$ cat config.mk
export PLATFORM = sky130hd
export DESIGN_NAME = bgpm_port
export DESIGN_NICKNAME = d
export VERILOG_FILES = /design/src/bgpm_pkg.sv /design/src/bgpm_port.sv
export SDC_FILE = /design/constraint.sdc
export NUM_CORES = 1
export LEC_CHECK = 0
export ABC_AREA = 1
export BUFFER_PORTS_ARGS = -buffer_cell sky130_fd_sc_hd__buf_2
export CAP_MARGIN = 20
export CORE_ASPECT_RATIO = 0.6
export CORE_MARGIN = 4
export CORE_UTILIZATION = 29
export DETAILED_ROUTE_END_ITERATION = 10
export GPL_TIMING_DRIVEN = 0
export SLEW_MARGIN = 20
export SYNTH_ARGS = -nofsm -noshare
export SYNTH_HDL_FRONTEND = slang
export SYNTH_SLANG_ARGS = --single-unit
$ cat constraint.sdc
create_clock -name sys_clk -period 3.93 [get_ports sys_clk]
set_input_delay 0.393 -clock sys_clk [delete_from_list [all_inputs] [get_ports sys_clk]]
set_output_delay 0.393 -clock sys_clk [all_outputs]
set_load 0.005 [all_outputs]
$ cat src/bgpm_pkg.sv
// Constants, register map and carrier types of the button GPIO port.
// Assumes a 50 MHz system clock and 32-bit Avalon-MM register access.
`default_nettype none

package bgpm_pkg;

    localparam int NPIN = 10;

    // Byte offsets of the registers
    localparam logic [5:0] OFS_DATA0 = 6'h00;
    localparam logic [5:0] OFS_DATA1 = 6'h04;
    localparam logic [5:0] OFS_DRV0 = 6'h08;
    localparam logic [5:0] OFS_DRV1 = 6'h0C;
    localparam logic [5:0] OFS_CTRL = 6'h10;
    localparam logic [5:0] OFS_SET = 6'h14;
    localparam logic [5:0] OFS_PIN_IN = 6'h18;
    localparam logic [5:0] OFS_IRQ_ST = 6'h1C;
    localparam logic [5:0] OFS_IRQ_MASK = 6'h20;

    // Option control register fields
    localparam int CTRL_STROBE = 7;
    localparam int CTRL_MATRIX = 6;
    localparam int CTRL_ROFF = 5;
    localparam int CTRL_LED = 0;
    // Clock output enables in the special-role register
    localparam int SET_CLK4 = 0;
    localparam int SET_CLK6 = 1;

    // Pin role masks
    localparam logic [9:0] MATRIX_PINS = 10'h00E;
    localparam logic [9:0] ROFF_PINS = 10'h006;
    localparam logic [9:0] SMALL_PINS = 10'h03F;
    localparam logic [9:0] LED_PIN = 10'h020;

    // Latches reset to all ones in open-drain mode
    localparam logic [9:0] RST_DATA = 10'h3FF;
    localparam logic [9:0] RST_DRV = 10'h000;

    // Auxiliary clock output half period in system clocks
    localparam int CLKOUT_HALF = 12;

    typedef struct packed {
        logic [9:0] data;
        logic [9:0] drv;
        logic mtx_pend;
        logic roff_pend;
        logic strobe;
        logic [1:0] led;
        logic [1:0] clken;
        logic [9:0] irq_st;
        logic [9:0] irq_mask;
        logic [9:0] pin_prev;
        logic ack;
        logic [31:0] rdata;
        logic [15:0] div_cnt;
        logic clk_out;
    } bgpm_state_s;

    localparam bgpm_state_s ST_RST = '{data: RST_DATA, drv: RST_DRV, default: '0};

    typedef struct packed {
        logic [9:0] out;
        logic [9:0] oe_n;
        logic [9:0] pullup_en;
        logic [9:0] pulldown_en;
    } bgpm_pad_s;

endpackage

`default_nettype wire

$ cat src/bgpm_port.sv
// Button GPIO port: drive modes, pad option latches, LED sink, clock out, wake.
// Assumes synchronous pin inputs and a pad supply reset separate from core reset.
//
// The register addresses and the Avalon-MM register port were chosen for this implementation.
`default_nettype none

// Functional notes
// Per-pin open-drain or push-pull drive bit
// Small package six pins, large ten
// Matrix on pins 3:1, pullup-off 2:1
// Pin 0 input only, never driven
// Pin 5 only an LED sink
// LED off during a debug session
// Clock output on pin 4, 6 or both
// Pullup-off latched in pad, survives shutdown
// Grounded input in shutdown requests wake
// Matrix latch grounds pins 3:1 in shutdown
// Matrix drops pullups, enables pulldowns 3:1
// Software latches matrix with pullup-off zero
// Software sets rows open-drain inputs first
// Firmware clears matrix before scanning
// Firmware scans rows one-cold 110,101,011,111
// Matrix three rows by two or six
// Strobe 0-1-0 latches matrix and pullup-off
// Control read returns latched option values
// Wake is asynchronous OR of low inputs
module bgpm_port #(
    parameter bit LARGE_PKG = 1'b1,
    parameter int CLK_HALF = bgpm_pkg::CLKOUT_HALF
) (
    input wire logic sys_clk,
    input wire logic rst_n,
    input wire logic pad_rst_n,
    input wire logic [5:0] avs_address,
    input wire logic avs_read,
    input wire logic avs_write,
    input wire logic [31:0] avs_writedata,
    input wire logic [3:0] avs_byteenable,
    output logic [31:0] avs_readdata,
    output logic avs_waitrequest,
    input wire logic [9:0] pin_in,
    input wire logic shutdown,
    input wire logic debug_active,
    output bgpm_pkg::bgpm_pad_s pad,
    output logic led_sink_en,
    output logic [1:0] led_level,
    output logic wake_req,
    output logic irq
);

    bgpm_pkg::bgpm_state_s s_q;
    bgpm_pkg::bgpm_state_s s_d;
    logic mtx_lat_q;
    logic roff_lat_q;
    logic strobe_fall;
    logic acc;
    logic [9:0] present;
    logic [9:0] wake_cap;
    logic [9:0] pin_m;
    logic [9:0] p_out;
    logic [9:0] p_oe_n;
    logic [9:0] p_pu;
    logic [9:0] p_pd;

    assign present = LARGE_PKG ? 10'h3FF : bgpm_pkg::SMALL_PINS;
    assign pin_m = pin_in & present;
    // Rows held low by the matrix latch would wake forever, so they are left out
    assign wake_cap = present & ~bgpm_pkg::LED_PIN
        & ~(mtx_lat_q ? bgpm_pkg::MATRIX_PINS : 10'h000);
    assign wake_req = shutdown && |(~pin_m & wake_cap);

    function automatic logic [15:0] merge(input logic [15:0] old, input logic [15:0] wd,
        input logic [1:0] be);
        logic [15:0] m;
        m = {{8{be[1]}}, {8{be[0]}}};
        return (old & ~m) | (wd & m);
    endfunction

    ////////////////////////////////////////////////////////////////////////////////
    // Register file and core state

    always_comb begin
        logic [9:0] clr;
        logic [15:0] w16;
        clr = '0;
        s_d = s_q;
        strobe_fall = 1'b0;
        acc = (avs_read || avs_write) && s_q.ack;
        s_d.ack = (avs_read || avs_write) && !s_q.ack;
        w16 = 16'h0000;
        if (s_d.ack) begin
            s_d.rdata = '0;
            if (avs_address == bgpm_pkg::OFS_DATA0) begin
                s_d.rdata[7:0] = s_q.data[7:0];
            end else if (avs_address == bgpm_pkg::OFS_DATA1 && LARGE_PKG) begin
                s_d.rdata[1:0] = s_q.data[9:8];
            end else if (avs_address == bgpm_pkg::OFS_DRV0) begin
                s_d.rdata[7:0] = s_q.drv[7:0];
            end else if (avs_address == bgpm_pkg::OFS_DRV1 && LARGE_PKG) begin
                s_d.rdata[1:0] = s_q.drv[9:8];
            end else if (avs_address == bgpm_pkg::OFS_CTRL) begin
                s_d.rdata[bgpm_pkg::CTRL_STROBE] = s_q.strobe;
                s_d.rdata[bgpm_pkg::CTRL_MATRIX] = mtx_lat_q;
                s_d.rdata[bgpm_pkg::CTRL_ROFF] = roff_lat_q;
                s_d.rdata[bgpm_pkg::CTRL_LED +: 2] = s_q.led;
            end else if (avs_address == bgpm_pkg::OFS_SET) begin
                s_d.rdata[1:0] = s_q.clken;
            end else if (avs_address == bgpm_pkg::OFS_PIN_IN) begin
                s_d.rdata[9:0] = pin_m & ~bgpm_pkg::LED_PIN;
            end else if (avs_address == bgpm_pkg::OFS_IRQ_ST) begin
                s_d.rdata[9:0] = s_q.irq_st;
            end else if (avs_address == bgpm_pkg::OFS_IRQ_MASK) begin
                s_d.rdata[9:0] = s_q.irq_mask;
            end
        end
        if (acc && avs_write) begin
            if (avs_address == bgpm_pkg::OFS_DATA0) begin
                w16 = merge({8'h00, s_q.data[7:0]}, avs_writedata[15:0], avs_byteenable[1:0]);
                s_d.data[7:0] = w16[7:0];
            end else if (avs_address == bgpm_pkg::OFS_DATA1 && LARGE_PKG) begin
                w16 = merge({14'h0000, s_q.data[9:8]}, avs_writedata[15:0], avs_byteenable[1:0]);
                s_d.data[9:8] = w16[1:0];
            end else if (avs_address == bgpm_pkg::OFS_DRV0) begin
                w16 = merge({8'h00, s_q.drv[7:0]}, avs_writedata[15:0], avs_byteenable[1:0]);
                s_d.drv[7:0] = w16[7:0];
            end else if (avs_address == bgpm_pkg::OFS_DRV1 && LARGE_PKG) begin
                w16 = merge({14'h0000, s_q.drv[9:8]}, avs_writedata[15:0], avs_byteenable[1:0]);
                s_d.drv[9:8] = w16[1:0];
            end else if (avs_address == bgpm_pkg::OFS_CTRL && avs_byteenable[0]) begin
                // The pad takes the options on the falling edge of the strobe bit
                strobe_fall = s_q.strobe && !avs_writedata[bgpm_pkg::CTRL_STROBE];
                s_d.strobe = avs_writedata[bgpm_pkg::CTRL_STROBE];
                s_d.mtx_pend = avs_writedata[bgpm_pkg::CTRL_MATRIX];
                s_d.roff_pend = avs_writedata[bgpm_pkg::CTRL_ROFF];
                s_d.led = avs_writedata[bgpm_pkg::CTRL_LED +: 2];
            end else if (avs_address == bgpm_pkg::OFS_SET && avs_byteenable[0]) begin
                s_d.clken = avs_writedata[1:0];
            end else if (avs_address == bgpm_pkg::OFS_IRQ_MASK) begin
                w16 = merge({6'h00, s_q.irq_mask}, avs_writedata[15:0], avs_byteenable[1:0]);
                s_d.irq_mask = w16[9:0];
            end
        end
        if (acc && avs_read && avs_address == bgpm_pkg::OFS_IRQ_ST) begin
            clr = s_q.irq_st;
        end
        // A press arriving with the clearing read still sets its bit
        s_d.irq_st = (s_q.irq_st & ~clr) | (s_q.pin_prev & ~pin_m & wake_cap);
        s_d.pin_prev = pin_m;
        if (s_q.clken == 2'b00) begin
            s_d.div_cnt = '0;
            s_d.clk_out = 1'b0;
        end else if (s_q.div_cnt == 16'(CLK_HALF - 1)) begin
            s_d.div_cnt = '0;
            s_d.clk_out = !s_q.clk_out;
        end else begin
            s_d.div_cnt = s_q.div_cnt + 16'h0001;
        end
    end

    always_ff @(posedge sys_clk or negedge rst_n) begin
        if (!rst_n) begin
            s_q <= bgpm_pkg::ST_RST;
        end else begin
            s_q <= s_d;
        end
    end

    // Option latches sit in the pad supply, so core reset leaves them alone
    always_ff @(posedge sys_clk or negedge pad_rst_n) begin
        if (!pad_rst_n) begin
            mtx_lat_q <= 1'b0;
            roff_lat_q <= 1'b0;
        end else if (strobe_fall) begin
            mtx_lat_q <= s_d.mtx_pend;
            roff_lat_q <= s_d.roff_pend;
        end
    end

    assign avs_waitrequest = (avs_read || avs_write) && !s_q.ack;
    assign avs_readdata = s_q.rdata;
    assign irq = |(s_q.irq_st & s_q.irq_mask);
    assign led_level = s_q.led;
    assign led_sink_en = (s_q.led != 2'b00) && !debug_active && !shutdown;

    ////////////////////////////////////////////////////////////////////////////////
    // Pad control per pin

    for (genvar gi = 0; gi < bgpm_pkg::NPIN; gi++) begin : g_pin
        localparam bit APP = (gi < 6 || LARGE_PKG) && gi != 0 && gi != 5;
        logic clk_role;
        assign clk_role = (gi == 4 && s_q.clken[bgpm_pkg::SET_CLK4])
            || (gi == 6 && s_q.clken[bgpm_pkg::SET_CLK6]);
        assign p_out[gi] = !shutdown && APP
            && (clk_role ? s_q.clk_out : (s_q.drv[gi] && s_q.data[gi]));
        // Open drain: enable only while the latch holds zero
        assign p_oe_n[gi] = shutdown ? !(bgpm_pkg::MATRIX_PINS[gi] && mtx_lat_q)
            : (!APP ? 1'b1 : ((clk_role || s_q.drv[gi]) ? 1'b0 : s_q.data[gi]));
        assign p_pu[gi] = present[gi] && !(bgpm_pkg::ROFF_PINS[gi] && roff_lat_q)
            && !(bgpm_pkg::MATRIX_PINS[gi] && mtx_lat_q);
        assign p_pd[gi] = bgpm_pkg::MATRIX_PINS[gi] && mtx_lat_q;
    end

    assign pad = '{out: p_out, oe_n: p_oe_n, pullup_en: p_pu, pulldown_en: p_pd};
endmodule

`default_nettype wire

==> results.py <==
metrics = {
    "run_status": {
        "outcome": "finished, final reports clean",
    },
    "finish": {
        "synthToLayoutAreaGrowth_pct": 23.42,
        "fillers": 1638,
        "fin_nets": 734,
        "stdcell_count": 882,
        "n_antenna_cell": 0,
        "layout_commonest_cell": "nand2_1",
        "drive_above_1_share": 0.3049,
        "layout_common_cells": "nand2_1 (112), dfrtp_1 (76), buf_2 (73), inv_1 (63), buf_4 (57)",
    },
    "clocking": {
        "cts.sinks": 86,
        "clk_pin_slew_worst_paths_ns": 0.06,
        "clock_path_buffers": 2,
        "clock_latency_ns": 0.34,
        "cts_tree": "built",
        "ctsResizeCount": 0,
        "cts_made_buffers": 9,
        "holdBufCountCts": 2,
        "cts-htree-levels": 3,
        "clockRootBuffer": "clkbuf_16",
        "post-cts-setup-buffers": 0,
    },
    "sta": {
        "worst_slew_pin_slew_ns": 0.6870,
        "post-route-period-util": 0.5703,
        "period_needed_ns": 2.241,
        "fin_skew_ns": 0.008648,
        "timing.slew.headroom": 0.5420,
        "finalSetupTns_ns": 0,
        "rsz0062_at_grt": "false",
        "hold_violations": 0,
        "whs_ns": 0.1813,
        "slew_violations": 0,
        "clock.fmax_ghz": 0.4462,
        "setup_viol": 0,
    },
    "setup_path": {
        "crit_family": "buffers and inverters",
        "r2r_slack_ns": 2.20,
        "end_kind": "primary output",
        "reg2regPathDepth": 5,
        "cp_max_fo": 11,
        "cp_common_cell": "inv_1",
        "cp_cell_sequence": "inv_1 -> o21ai_2 -> inv_1 -> clkbuf_1 -> buf_2",
        "cp.depth": 5,
        "critPathBufInv": 4,
        "rr_endpoint": "s_q[13]",
        "cpMaxStageDelayCell": "clkbuf_1",
        "max_stage_delay_ns": 0.51,
        "r2r-start": "g_pin[6].clk_role",
        "start_kind": "flip-flop",
        "cp.required_ns": 3.54,
        "critPathKind": "flip-flop to primary output",
        "cp.arrival_ns": 1.85,
    },
    "yosys": {
        "ys_types": 48,
        "yosys_warnings": 0,
        "postSynthAreaPerCell_um2": 8.493,
        "synthesis.area_mm2": 0.004679,
        "async_flop_share": 1.000,
        "yosysSeqAreaShare": 0.4626,
        "synth_seq_cells": 86,
        "synthFlopType": "dfrtp_1",
        "synth_edf_count": 0,
        "synthCells": 551,
    },
    "drt": {
        "totalWireLength_um": 12810,
        "drtAntennaViolNets": 0,
        "routedWlPerCell_um": 14.52,
        "viasPerCell": 4.422,
        "routed-via-count": 3900,
        "drt-pass1-iter-count": 5,
        "drc_errors": 0,
        "drtIter0Drc": 289,
    },
    "job": {
        "drv_cap": 0,
    },
    "die": {
        "core_mm2": 0.01559,
        "dieHeight_um": 106.4,
        "die_w_um": 172.0,
        "start_util": 0.3002,
        "rows": 35,
        "ios": 137,
        "die-area_mm2": 0.01830,
    },
    "hold_path": {
        "min_path_cells": 1,
        "worstHoldEndpoint": "s_q[53]",
        "hold_class": "input pin to flip-flop",
        "hp-start": "pin_in[3]",
    },
    "place": {
        "dp_hpwl_um": 10170,
        "dp_cells": 864,
        "portBuffers": 71,
        "finalWeightedCongestion": 0.8322,
    },
    "global_route": {
        "grt_pass1_vias": 3618,
        "antenna_found_initial": 0,
        "overflow": 0,
        "grt_use_total": 0.1440,
        "grt_pass1_wl_um": 20260,
        "grt_max_degree": 57,
    },
    "power_and_ir_drop": {
        "vdd_drop_max_mv": 0.1806,
        "pwr_density_cell_mw_per_mm2": 358.2,
        "finalPower_mw": 2.069,
        "p_leak_nw": 2.797,
    },
}
[stage by stage]
stage	utilization	setup slack [ns]	area, µm²
final	0.3705	1.689	5776
after global routing	0.3705	1.570	5776
after CTS	0.3705	1.685	5776
after detailed placement	0.3503	1.852	5461
after global placement	0.3484	1.701	5431
after floorplan	-	2.472	4822
[cell families after synthesis]
| logic type | after synthesis | synth area share |
|---|---|---|
| AO/OA/AOI/OAI | 102 | 0.1345 |
| XOR/XNOR | 1 | 0.001872 |
| adder cells (fa/ha/maj) | 1 | 0.002673 |
| buffers and inverters | 129 | 0.1543 |
| flip-flops | 86 | 0.4626 |
| multiplexers | 1 | 0.002406 |
| other | 2 | 0.001605 |
| AND/OR/NAND/NOR | 229 | 0.2401 |
[synthesized netlist by cell type (6+ instances only)]
cell type,n,share of area
a21oi_1,17,0.018
buf_4,56,0.090
dfrtp_1,76,0.41
dfstp_2,10,0.056
inv_1,63,0.051
nand2_1,112,0.090
nand2_2,8,0.011
nand3_1,14,0.015
nand3_2,6,0.013
nand4_1,9,0.012
nor2_1,44,0.035
nor2_2,6,0.0080
nor2_4,7,0.017
nor3_1,9,0.0096
o21ai_0,35,0.037
o21ai_1,12,0.013
o21ai_2,11,0.021
[power by group]
group | switching [mW] | internal (mW) | total, mW
Sequential | 0.0322 | 0.932 | 0.965
Clock | 0.346 | 0.508 | 0.854
Combinational | 0.141 | 0.109 | 0.250
Total | 0.519 | 1.55 | 2.07
[final cells by class]
type                            instances  area (µm²)  share of cell area
Clock inverter                          4       47.55            0.008232
Clock buffer                           12       246.5             0.04268
Inverter                               65       245.2             0.04246
Multi-Input combinational cell        374        1936              0.3351
Buffer                                 64       476.7             0.08254
Sequential cell                        86        2165              0.3748
Timing Repair Buffer                   74       405.4             0.07019
Tap cell                              203       254.0             0.04398
[worst register-to-register path: cells and delay by family (launching register included)]
family          cells  cell delay, ns
buf+inv             1            0.18
compound gates      1            0.11
simple gates        3            0.87
flops               1            0.47
[worst max path at each step]
stage / startpoint / endpoint
2_1_floorplan: s_q[1] / s_q[13]
3_3_place_gp: rst_n / s_q[73]
3_5_place_dp: avs_read / avs_waitrequest
4_1_cts: s_q[49] / avs_waitrequest
5_1_grt: s_q[49] / avs_waitrequest
6_report: s_q[49] / avs_waitrequest
[metal layers]
layer | part of all wire | global-route usage
met5 | 0 | 0
met4 | 0.0056 | 0.02019
met3 | 0.067 | 0.04459
met2 | 0.37 | 0.1811
met1 | 0.55 | 0.2381
No activity file was read; power rests on OpenSTA's default activity.
